<file path="src/iotg_cfg.svh">
// offsets, field positions and reset values of the gearbox register block
// assumes 32-bit apb data with one aligned word per register
`ifndef IOTG_CFG_SVH
`define IOTG_CFG_SVH

// register byte offsets
`define IOTG_CTRL_OFS 8'h00
`define IOTG_STAT_OFS 8'h04
`define IOTG_WCNT_OFS 8'h08

// control fields
`define IOTG_CTRL_MODE_LSB 0
`define IOTG_CTRL_MODE_MSB 1
`define IOTG_CTRL_MEM_BIT 2
`define IOTG_CTRL_MODE_RST 2'h1
`define IOTG_CTRL_MEM_RST 1'h0

// status fields
`define IOTG_STAT_OVR_BIT 0
`define IOTG_STAT_LVL_LSB 4

// datapath sizes
`define IOTG_WORD_W 8
`define IOTG_FIFO_DEPTH 8
`define IOTG_WCNT_W 16

`endif

</file>
<file path="src/iotg_pkg.sv">
// types shared by the input gearbox and its register block
// assumes iotg_cfg.svh sits in the include path
package iotg_pkg;

  // deserializer arrangement
  typedef enum logic [1:0]
  {
    MODE_SEVEN_TO_ONE = 2'b00,
    MODE_EIGHT_TO_ONE = 2'b01,
    MODE_FOUR_TO_ONE = 2'b10
  } iotg_mode_t;

endpackage

</file>
<file path="src/iotg_gearbox.sv">
// tri-state register stage and 1:7 / 1:8 / dual 1:4 input gearbox
// assumes pins arrive asynchronous to clk; core signals are on clk
`timescale 1ns/1ps
`default_nettype none
`include "iotg_cfg.svh"

////////////////////////////////////////////////////////////////////////////
// word fifo between the gearbox and the core port

module iotg_fifo
  #(
    parameter int WIDTH = `IOTG_WORD_W,
    parameter int DEPTH = `IOTG_FIFO_DEPTH
  )
  (
    // clock and reset
    input wire logic clk,
    input wire logic nrst,
    input wire logic clear,
    // fill side
    input wire logic inValid,
    output logic inReady,
    input wire logic [WIDTH-1:0] inData,
    // drain side
    output logic outValid,
    input wire logic outReady,
    output logic [WIDTH-1:0] outData,
    output logic [$clog2(DEPTH+1)-1:0] level
  );

  localparam int PW = $clog2(DEPTH);
  localparam int CW = $clog2(DEPTH+1);
  localparam logic [CW-1:0] FULL = CW'(DEPTH);

  logic [WIDTH-1:0] mem [DEPTH];
  logic [PW-1:0] wrPtr_q;
  logic [PW-1:0] rdPtr_q;
  logic [CW-1:0] count_q;
  logic push;
  logic pop;

  // depth is a power of two so pointers wrap on their own
  assign inReady = (count_q != FULL);
  assign outValid = (count_q != '0);
  assign outData = mem[rdPtr_q];
  assign level = count_q;
  assign push = inValid & inReady;
  assign pop = outValid & outReady;

  // storage, no reset needed on data
  always_ff @(posedge clk)
  begin
    if (push)
      mem[wrPtr_q] <= inData;
  end

  // pointers and fill count
  always_ff @(posedge clk or negedge nrst)
  begin
    if (!nrst)
    begin
      wrPtr_q <= '0;
      rdPtr_q <= '0;
      count_q <= '0;
    end
    else if (clear)
    begin
      wrPtr_q <= '0;
      rdPtr_q <= '0;
      count_q <= '0;
    end
    else
    begin
      if (push)
        wrPtr_q <= wrPtr_q + 1'b1;
      if (pop)
        rdPtr_q <= rdPtr_q + 1'b1;
      if (push && !pop)
        count_q <= count_q + 1'b1;
      else if (pop && !push)
        count_q <= count_q - 1'b1;
    end
  end

endmodule

////////////////////////////////////////////////////////////////////////////
// top: tri-state stage, deserializer, apb registers

// What this block does
// RULE1: tri-state control registered before pad buffer
// RULE2: single rate: one flop drives tri-state
// RULE3: right edge memory mode uses strobe register
// RULE4: each bottom cell group has 1:8 gearbox
// RULE5: modes 1:7, 1:8, or dual 1:4
// RULE6: serial input is delayed pad data
// RULE7: 1:7 word on bits six to zero
// RULE8: 1:8 word on bits seven to zero
// RULE9: dual 1:4 upper lane on bits 4-7
// RULE10: dual 1:4 lower lane on bits 0-3
// RULE11: core align pulse shifts word boundary
// RULE12: bits in on edge clock, words out slow
// RULE13: gearbox reset clears state, zeroes outputs; the sticky overrun flag is not cleared by it
module iotg_gearbox
  import iotg_pkg::*;
  #(
    parameter bit RIGHT_EDGE = 1'b1,
    parameter int WORD_W = `IOTG_WORD_W,
    parameter int FIFO_DEPTH = `IOTG_FIFO_DEPTH
  )
  (
    // clock and reset
    input wire logic clk,
    input wire logic nrst,
    // apb slave
    input wire logic psel,
    input wire logic penable,
    input wire logic pwrite,
    input wire logic [7:0] paddr,
    input wire logic [31:0] pwdata,
    output logic [31:0] prdata,
    output logic pready,
    output logic pslverr,
    // tri-state path from core to pad buffer
    input wire logic tristateCtrlIn,
    input wire logic memoryModeTristateIn,
    input wire logic writeStrobeQuarterPhase,
    output logic padTristate,
    // serial pins after the input delay
    input wire logic fastEdgeClock,
    input wire logic upperHalfLane,
    input wire logic lowerHalfLane,
    // core side of the gearbox
    input wire logic wordAlignPulse,
    input wire logic gearboxRst,
    output logic [WORD_W-1:0] parWord,
    output logic parValid,
    input wire logic parReady
  );

  localparam int LW = $clog2(FIFO_DEPTH+1);

  // deserialization ratio of a mode, unused code acts as 1:8
  function automatic logic [3:0] ratioOf(input iotg_mode_t m);
    case (m)
      MODE_SEVEN_TO_ONE: ratioOf = 4'd7;
      MODE_FOUR_TO_ONE: ratioOf = 4'd4;
      default: ratioOf = 4'd8;
    endcase
  endfunction

  // place lane bits on the parallel word for a mode
  function automatic logic [7:0] packWord(input iotg_mode_t m,
                                          input logic [7:0] up,
                                          input logic [3:0] lo);
    case (m)
      MODE_SEVEN_TO_ONE: packWord = {1'b0, up[6:0]}; // RULE7
      MODE_FOUR_TO_ONE: packWord = {up[3:0], lo}; // RULE9 RULE10
      default: packWord = up; // RULE8
    endcase
  endfunction

  //////////////////////////////////////////////////////////////////////////
  // pin synchronisers: bit0 edge clock, 1 upper, 2 lower, 3 strobe

  logic [3:0] pins;
  logic [3:0] sync1_q;
  logic [3:0] sync2_q;
  logic [3:0] sync3_q;
  logic [3:0] level_q;
  logic [3:0] levelNow;
  logic [3:0] rise;
  logic edgeTick;
  logic strobeTick;

  assign pins = {writeStrobeQuarterPhase, lowerHalfLane, upperHalfLane,
                 fastEdgeClock};
  // a change counts only once stages two and three agree
  assign levelNow = (~(sync2_q ^ sync3_q) & sync3_q)
                  | ((sync2_q ^ sync3_q) & level_q);
  assign rise = levelNow & ~level_q;
  assign edgeTick = rise[0];
  assign strobeTick = rise[3];

  // three-stage chain, first stage feeds only the second
  always_ff @(posedge clk or negedge nrst)
  begin
    if (!nrst)
    begin
      sync1_q <= 4'h0;
      sync2_q <= 4'h0;
      sync3_q <= 4'h0;
      level_q <= 4'h0;
    end
    else
    begin
      sync1_q <= pins;
      sync2_q <= sync1_q;
      sync3_q <= sync2_q;
      level_q <= levelNow;
    end
  end

  //////////////////////////////////////////////////////////////////////////
  // tri-state register stage

  iotg_mode_t mode_q;
  logic memMode_q;
  logic sdrTs_q;
  logic memTs_q;

  // single rate flop captured every cycle
  always_ff @(posedge clk or negedge nrst)
  begin
    if (!nrst)
      sdrTs_q <= 1'b0;
    else
      sdrTs_q <= tristateCtrlIn; // RULE1 RULE2
  end

  // memory-mode flop loads on the shifted strobe edge
  always_ff @(posedge clk or negedge nrst)
  begin
    if (!nrst)
      memTs_q <= 1'b0;
    else if (strobeTick)
      memTs_q <= memoryModeTristateIn; // RULE3
  end

  // pad control; memory path exists on the right edge only
  always_ff @(posedge clk or negedge nrst)
  begin
    if (!nrst)
      padTristate <= 1'b0;
    else if (RIGHT_EDGE && memMode_q)
      padTristate <= memTs_q; // RULE3
    else
      padTristate <= sdrTs_q; // RULE1
  end

  //////////////////////////////////////////////////////////////////////////
  // deserializer

  logic [7:0] shiftUp_q;
  logic [3:0] shiftLo_q;
  logic [3:0] bitCnt_q;
  logic alignPend_q;
  logic [7:0] nextUp;
  logic [3:0] nextLo;
  logic wordDone;
  logic [WORD_W-1:0] stageWord_q;
  logic stageValid_q;
  logic fifoInReady;
  logic overrun_q;

  // sampled data shares the latency of the edge clock
  assign nextUp = {shiftUp_q[6:0], levelNow[1]}; // RULE6
  assign nextLo = {shiftLo_q[2:0], levelNow[2]};
  assign wordDone = edgeTick && !alignPend_q
                  && (bitCnt_q == ratioOf(mode_q) - 4'd1);

  // align request waits for the next serial bit
  always_ff @(posedge clk or negedge nrst)
  begin
    if (!nrst)
      alignPend_q <= 1'b0;
    else if (gearboxRst)
      alignPend_q <= 1'b0; // RULE13
    else if (wordAlignPulse)
      alignPend_q <= 1'b1; // RULE11
    else if (edgeTick)
      alignPend_q <= 1'b0;
  end

  // shift on each edge clock rise; a slipped bit is dropped
  always_ff @(posedge clk or negedge nrst)
  begin
    if (!nrst)
    begin
      shiftUp_q <= 8'h00;
      shiftLo_q <= 4'h0;
      bitCnt_q <= 4'h0;
    end
    else if (gearboxRst)
    begin
      shiftUp_q <= 8'h00; // RULE13
      shiftLo_q <= 4'h0;
      bitCnt_q <= 4'h0;
    end
    else if (edgeTick && !alignPend_q) // RULE11
    begin
      shiftUp_q <= nextUp; // RULE4 RULE12
      shiftLo_q <= nextLo;
      if (wordDone)
        bitCnt_q <= 4'h0; // RULE5
      else
        bitCnt_q <= bitCnt_q + 4'd1;
    end
  end

  // one-word stage; a full fifo stalls it and drops the next word
  always_ff @(posedge clk or negedge nrst)
  begin
    if (!nrst)
    begin
      stageWord_q <= '0;
      stageValid_q <= 1'b0;
    end
    else if (gearboxRst)
    begin
      stageWord_q <= '0;
      stageValid_q <= 1'b0;
    end
    else if (wordDone && (!stageValid_q || fifoInReady))
    begin
      stageWord_q <= WORD_W'(packWord(mode_q, nextUp, nextLo));
      stageValid_q <= 1'b1;
    end
    else if (fifoInReady)
      stageValid_q <= 1'b0;
  end

  //////////////////////////////////////////////////////////////////////////
  // fifo and core port

  logic fifoOutValid;
  logic fifoPop;
  logic [WORD_W-1:0] fifoHead;
  logic [LW-1:0] fifoLevel;

  assign fifoPop = fifoOutValid && (!parValid || parReady);

  iotg_fifo #(.WIDTH(WORD_W), .DEPTH(FIFO_DEPTH)) wordFifo
  (
    .clk(clk),
    .nrst(nrst),
    .clear(gearboxRst),
    .inValid(stageValid_q),
    .inReady(fifoInReady),
    .inData(stageWord_q),
    .outValid(fifoOutValid),
    .outReady(fifoPop),
    .outData(fifoHead),
    .level(fifoLevel)
  );

  // parallel word register toward the core
  always_ff @(posedge clk or negedge nrst)
  begin
    if (!nrst)
    begin
      parWord <= '0;
      parValid <= 1'b0;
    end
    else if (gearboxRst)
    begin
      parWord <= '0; // RULE13
      parValid <= 1'b0;
    end
    else if (!parValid || parReady)
    begin
      parValid <= fifoOutValid; // RULE12
      if (fifoOutValid)
        parWord <= fifoHead;
    end
  end

  //////////////////////////////////////////////////////////////////////////
  // apb registers

  logic apbSetup;
  logic apbDone;
  logic isCtrl;
  logic isStat;
  logic isWcnt;
  logic [`IOTG_WCNT_W-1:0] wordCnt_q;
  logic lostWord;

  assign apbSetup = psel && penable && !pready;
  assign apbDone = psel && penable && pready;
  assign isCtrl = (paddr == `IOTG_CTRL_OFS);
  assign isStat = (paddr == `IOTG_STAT_OFS);
  assign isWcnt = (paddr == `IOTG_WCNT_OFS);
  assign lostWord = wordDone && stageValid_q && !fifoInReady;

  // one wait state: answer in the second access cycle
  always_ff @(posedge clk or negedge nrst)
  begin
    if (!nrst)
    begin
      pready <= 1'b0;
      pslverr <= 1'b0;
      prdata <= 32'h0000_0000;
    end
    else
    begin
      pready <= apbSetup;
      pslverr <= apbSetup && !(isCtrl || isStat || isWcnt);
      prdata <= 32'h0000_0000;
      if (apbSetup && !pwrite)
      begin
        if (isCtrl)
          prdata <= {29'h0, memMode_q, mode_q};
        else if (isStat)
          prdata <= {24'h0, 4'(fifoLevel), 3'h0, overrun_q};
        else if (isWcnt)
          prdata <= {16'h0, wordCnt_q};
      end
    end
  end

  // control register steers mode and tri-state source
  always_ff @(posedge clk or negedge nrst)
  begin
    if (!nrst)
    begin
      mode_q <= iotg_mode_t'(`IOTG_CTRL_MODE_RST);
      memMode_q <= `IOTG_CTRL_MEM_RST;
    end
    else if (apbDone && pwrite && isCtrl)
    begin
      mode_q <= iotg_mode_t'(
        pwdata[`IOTG_CTRL_MODE_MSB:`IOTG_CTRL_MODE_LSB]); // RULE5
      memMode_q <= pwdata[`IOTG_CTRL_MEM_BIT];
    end
  end

  // sticky overrun, write one clears, a new loss wins
  always_ff @(posedge clk or negedge nrst)
  begin
    if (!nrst)
      overrun_q <= 1'b0;
    else if (lostWord)
      overrun_q <= 1'b1;
    else if (apbDone && pwrite && isStat && pwdata[`IOTG_STAT_OVR_BIT])
      overrun_q <= 1'b0;
  end

  // delivered word count, wraps, cleared by gearbox reset
  always_ff @(posedge clk or negedge nrst)
  begin
    if (!nrst)
      wordCnt_q <= '0;
    else if (gearboxRst)
      wordCnt_q <= '0;
    else if (fifoPop)
      wordCnt_q <= wordCnt_q + 1'b1;
  end

endmodule
`default_nettype wire

</file>
<file path="config.mk">
export PLATFORM = sky130hd
export DESIGN_NAME = iotg_gearbox
export DESIGN_NICKNAME = d
export VERILOG_FILES = /design/src/iotg_pkg.sv /design/src/iotg_gearbox.sv
export VERILOG_INCLUDE_DIRS = /design/src
export SDC_FILE = /design/constraint.sdc
export NUM_CORES = 1
export LEC_CHECK = 0
export BUFFER_PORTS_ARGS = -buffer_cell sky130_fd_sc_hd__buf_4
export CAP_MARGIN = 25
export CORE_UTILIZATION = 40
export DETAILED_ROUTE_END_ITERATION = 10
export SETUP_SLACK_MARGIN = 0.3
export SLEW_MARGIN = 10
export SYNTH_ARGS = -nofsm -noshare
export SYNTH_HDL_FRONTEND = slang
export SYNTH_SLANG_ARGS = --single-unit
</file>
<file path="constraint.sdc">
create_clock -name clk -period 3.2 [get_ports clk]
set_clock_uncertainty 0.05 [all_clocks]
set_input_delay 0.16 -clock clk [delete_from_list [all_inputs] [get_ports clk]]
set_output_delay 0.16 -clock clk [all_outputs]
set_load 0.005 [all_outputs]
</file>
# Word level (Yosys, flattened, before mapping)
# Memories as Yosys holds them, arrays and structs flattened.
# Index checks and enable logic that the tools add are counted.
# word_totals
output_inout_bits,44
regBits,116
ram_bits,64
memories,1
# mem_list
memory,words,width,rd,rd_ports_with_merged_regs,write_ports,line,rtl
wordFifo.mem,8,8,1,0,1,iotg_gearbox.sv:35,logic [WIDTH-1:0] mem [DEPTH];
# classes
bitwise_logic,9
eq_ne,5
add_sub_neg,7
muxes,40
n_reduce_logical,45
# ops
op,n
$mux 16,6
$mux 8,5
$mux 4,6
$mux 3,6
$logic_and 1x1->1,17
$add 16x1->16 const B,1
$pmux 8 s2,1
$reduce_bool 2->1,8
$mux 7,2
$mux 1,13
$and 4x4->4,3
$logic_not 1->1,9
$reduce_bool 3->1,3
$add 4x1->4 const B,2
$eq 8x3->1 const B,1
$eq 8x4->1 const B,1
$logic_not 8->1,1
$not 4->4,2
$pmux 4 s2,1
$sub 4x1->4 const B,2
$add 3x1->3 const B,2
$eq 4x4->1,1
$logic_or 1x1->1,4
$ne 4x4->1 const B,1
7 further kinds,8

# Logic depth before layout (Yosys ltp)
# depth
ltp_word,10
mapped_depth,9
mapped_depth_nobuf,7

# Cells and area by module
# Synthesis repeated with hierarchy kept, for this count alone.
# unflattened
hier_cells,518
area_unflattened_um2,6932.9
# modules_own_cells
mod,cells_each,area_each_um2,n_inst,seq_area_each_um2
iotg_gearbox,344,3802.4,1,2253.4
iotg_fifo,174,3130.5,1,2172.1

# Worst setup path after synthesis
# No wires, ideal clock.
# synth_timing
kind,flip-flop to flip-flop
start,register wordFifo.count_q[0] (netlist: wordFifo.level[0])
end,register wordFifo.count_q[3] (netlist: wordFifo.level[3])
n_path_buf,2
synth_period_minus_slack_ns,2.268
setup_ns,0.150
t_required_ns,3.000
t_arrival_ns,2.068
stages_incl_launch_ff,10
setup_slack_ns,0.932
cell_sequence,dfrtp_1 buf_2 or4b_1 buf_2 o211ai_2 ha_1 a21oi_1 a21boi_0 mux2i_1 o311ai_0
# synth_between
elab_chain_cells,7
# synth_rtl
item,line,rtl
"start, declared",iotg_gearbox.sv:38,logic [CW-1:0] count_q;
"start signal, assigned",iotg_gearbox.sv:79,count_q <= count_q + 1'b1;
"start signal, assigned",iotg_gearbox.sv:81,count_q <= count_q - 1'b1;
branches (longest 7 deep; another with $sub 4x1->4),--,
# Parallel ways; which one is timed is not known. The select of a mux whose other input is x is not followed.
# A chain may end at the register's enable or synchronous reset.

# Final worst setup path
# layout_timing
start,register wordFifo.count_q[1] (netlist: wordFifo.level[1])
end,register wordFifo.count_q[3] (netlist: wordFifo.level[3])
# The elaborated chain is that of the path after synthesis.

==> results.md <==
* # resized after CTS at 0
* Iter 0 DRT Violations at 258
* RSZ-0062 raised after global routing: false
* # port buffers at 52
* Initial Utilization at 41.2%
* Ys async rst share at 61.0%
* Clock root buffer: clkbuf_16
* Comb pwr share at 18.0%
* Period utilization at 80.2%
* #FFs+latches synth at 164
* Num Clock Sinks at 164
* Std-Cell Rows at 47
* First-pass GRT wire length at 21100 µm
* Synth Cell Area at 6860 µm²
* Yosys Warn Count at 0
* Mux cell area share after synthesis at 8.14%
* Synth Area in Compound Gates at 6.81%
* Peak VDD IR at 0.000411 V
* Layout cells sized above 1 at 21.6%
* Sequential area share after synthesis at 64.5%
* Antenna cells at 0
* Switch Pwr at 1.56 mW
* Gpl congestion at 0.749
* Final WS setup at 0.633 ns
* Worst-Skew Late Latency at 0.43 ns
* CTS Buf Count at 17
* Vias at 4207
* Startpoint types: flop
* Worst hold path depth at 4
* TritonCTS clock tree: yes
* Crit path capture type: flop
* Area Growth Syn to Fin at 19.4%
* Final instance area at 8190 µm²
* Post-Synth XOR/XNOR Area at 1.28%
* Fin util at 49.2%
* Fin Setup TNS at 0 ns
* Die height at 133 µm
* Avg Inst Size Synth at 13.4 µm²
* Max Clk Rate at 0.390 GHz
* EDFF count, synth at 64
* Fillers at 1438
* First drt pass iteration count at 4
* Hold_ws at 0.0479 ns
* Max_cap viols at 0
* Largest net degree at the start of global routing at 56
* ANT nets after route at 0
* CORE AREA at 16600 µm²
* Status: finished, final reports clean
* Area of the multi-input gates at 2250 µm²
* Synth cell types at 60
* Post-synthesis cell count at 511
* Post-DP HPWL at 8330 µm
* Overflow after GRT at 0
* Adder-Cell Fraction of Synth Area at 1.97%
* Die area at 17700 µm²
* Via/cell ratio at 5.15
* CP Max Fanout at 8
* Slew Limit Fails at 0
* Area after DPL at 7440 µm²
* Pwr Density at 663 nW/µm²
* Hold path endpoint: overrun_q
* Post-CTS setup buffer count at 0
* Die Wd at 133 µm
* Cells after DPL at 768
* Rel. slew slack at 43.4%
* Flop2flop setup slack at 0.63 ns
* Int Pwr at 3.88 mW
* H-Tree Depth at 4
* Post-layout min period at 2.57 ns
* Clk network pwr share at 36.8%
* Crit Path Category: flop to flop
* Routed WL at 12400 µm
* Cells on worst reg2reg path at 7
* Nets at 645
* Flop pwr share at 45.2%
* Worst Path Required at 3.43 ns
* Switching share of power at 28.6%
* Number of global-route vias before repair at 4233
* Final setup fails at 0
* Min-Delay Startpoint: pwrite
* Pre-CTS WS at 0.671 ns
* Worst Tran Pin Value at 0.845 ns
* RR Endpoint: wordFifo.level[3]
* Antenna violations before repair at 0
* Final hold violation count at 0
* I/O pins at 98
* GRT Total Usage at 15.4%
* Clk buf depth at 2
* WP data arrival at 2.80 ns
* Top FF cell, synth: dfrtp_1
* P_leak at 3.16 nW
* RR Startpoint: wordFifo.level[1]
* Largest family of logic cells by synthesized area: simple AND/OR/NAND/NOR gates
* Worst hold path class: input pin to flop
* Drt wl/cell at 15.2 µm
* Fin cells at 817
* Pwr Total at 5.43 mW
* DRC viols at 0
* Clock-pin slew on the worst setup and hold paths at 0.07 ns
* Flip-flop and latch area at 4430 µm²
* Simple-gate share of the synthesized area at 13.7%
## cells in the mapped netlist, drive strengths merged (2+ instances only)
cell type	count	area (µm²)
edfxtp	64	1920
nor2	38	143
o22ai	8	50.1
nor3	15	75.1
nand4	10	75.1
nand2	38	143
nand3b	3	22.5
xnor2	5	43.8
inv	7	26.3
mux2i	13	130
a21oi	32	160
nor3b	4	40.0
mux4	16	360
or4	3	22.5
and4	3	26.3
maj3	4	40.0
or4b	2	20.0
o2bb2ai	8	70.1
xor2	5	43.8
nand2b	6	37.5
nand4b	2	23.8
dfrtp	99	2480
nor4	3	31.3
o211ai	2	20.0
mux2	6	67.6
nand3	12	60.1
o21ai	14	70.1
nor2b	5	31.3
buf	25	168
or3	9	56.3
ha	6	75.1
clkbuf	12	45.0
a22oi	5	37.5
and2	11	68.8
## layout make-up
| type | instances | share of cell area [%] |
|---|---|---|
| Clock inverter | 15 | 1.99 |
| Inverter | 7 | 0.321 |
| Sequential cell | 164 | 54.0 |
| Tap cell | 220 | 3.36 |
| Timing Repair Buffer | 76 | 7.64 |
| Multi-Input combinational cell | 318 | 27.5 |
| Clock buffer | 17 | 5.19 |
## worst max-delay path: stages, from the launching register on
cell and delay, ns:
dfrtp_1 0.47, or4b_1 0.69, o211ai_2 0.18, ha_1 0.33
a21oi_1 0.27, a21boi_0 0.14, mux2i_1 0.15, o311ai_0 0.14
## metal layers
metal	up-vias	track usage (%)	part of all wire, %
li1	2000	-	-
met3	26	3.60	3.3
met1	2108	20.1	46
met2	73	24.4	48
met5	-	0	0
met4	0	7.09	2.2
## power groups by stage
stage	combinational [mW]	sequential [mW]	clock, mW
floorplan	0.739	2.42	0
global placement	0.942	2.49	0
detailed placement	0.962	2.50	0
CTS	0.983	2.46	2.04
global route	1.10	2.48	2.13
finish	0.978	2.46	2.00
## timing repair
| item | in CTS | in global routing |
|---|---|---|
| hold endpoints to repair | 52 | 0 |
| endpoints found under the setup margin | 0 | 0 |
| hold buffers | 15 | 0 |
## layout by cell type (no fill, tap or decap), types with 2 or more instances in the layout
master,instances
a21oi_1,32
a22oi_1,5
and2_1,11
and4_1,3
buf_4,59
clkbuf_16,17
clkinv_4,2
conb_1,16
dfrtp_1,99
dlygate4sd3_1,15
edfxtp_1,64
ha_1,6
inv_1,6
inv_6,6
inv_8,3
maj3_1,4
mux2_2,6
mux2i_1,13
mux4_2,16
nand2_1,38
nand2b_1,6
nand3_1,12
nand3b_1,3
nand4_1,8
nand4_2,2
nor2_1,38
nor2b_1,5
nor3_1,15
nor3b_1,2
nor3b_2,2
nor4_2,2
o21ai_0,13
o22ai_1,8
o2bb2ai_1,8
or3_1,9
or4_1,3
xnor2_1,5
xor2_1,5
## kinds of logic after synthesis
logic type / count (synthesis)
adders and majority gates: 11
AOI/OAI and AO/OA: 75
xor gates and xnor gates: 10
and+or+nand+nor: 171
DFF: 164
buffers and inverters: 44
other: 1
muxes: 35
## sequential cells by signal, indices dropped and copies added, names as in the netlist, 2 cells and up
| name | cells |
|---|---|
| bitCnt_q | 4 |
| level_q | 4 |
| mode_q | 2 |
| parWord | 8 |
| prdata | 16 |
| shiftLo_q | 3 |
| shiftUp_q | 7 |
| stageWord_q | 8 |
| sync1_q | 4 |
| sync2_q | 4 |
| sync3_q | 4 |
| wordCnt_q | 16 |
| wordFifo.level | 4 |
| wordFifo.mem | 64 |
| wordFifo.rdPtr_q | 3 |
| wordFifo.wrPtr_q | 3 |
## worst max path at each step
| stage | start | to | slack (ns) | depth (start not counted) |
|---|---|---|---|---|
| after floorplan | wordFifo.level[0] | wordFifo.level[3] | 0.93 | 9 |
| after global placement | wordFifo.level[1] | wordFifo.level[3] | 0.77 | 7 |
| after detailed placement | wordFifo.level[1] | wordFifo.level[3] | 0.67 | 7 |
| after CTS | wordFifo.level[1] | wordFifo.level[3] | 0.66 | 7 |
| after global routing | wordFifo.level[1] | wordFifo.level[3] | 0.54 | 7 |
| final | wordFifo.level[1] | wordFifo.level[3] | 0.63 | 7 |
Note: power is estimated with default switching activity, not from simulation.
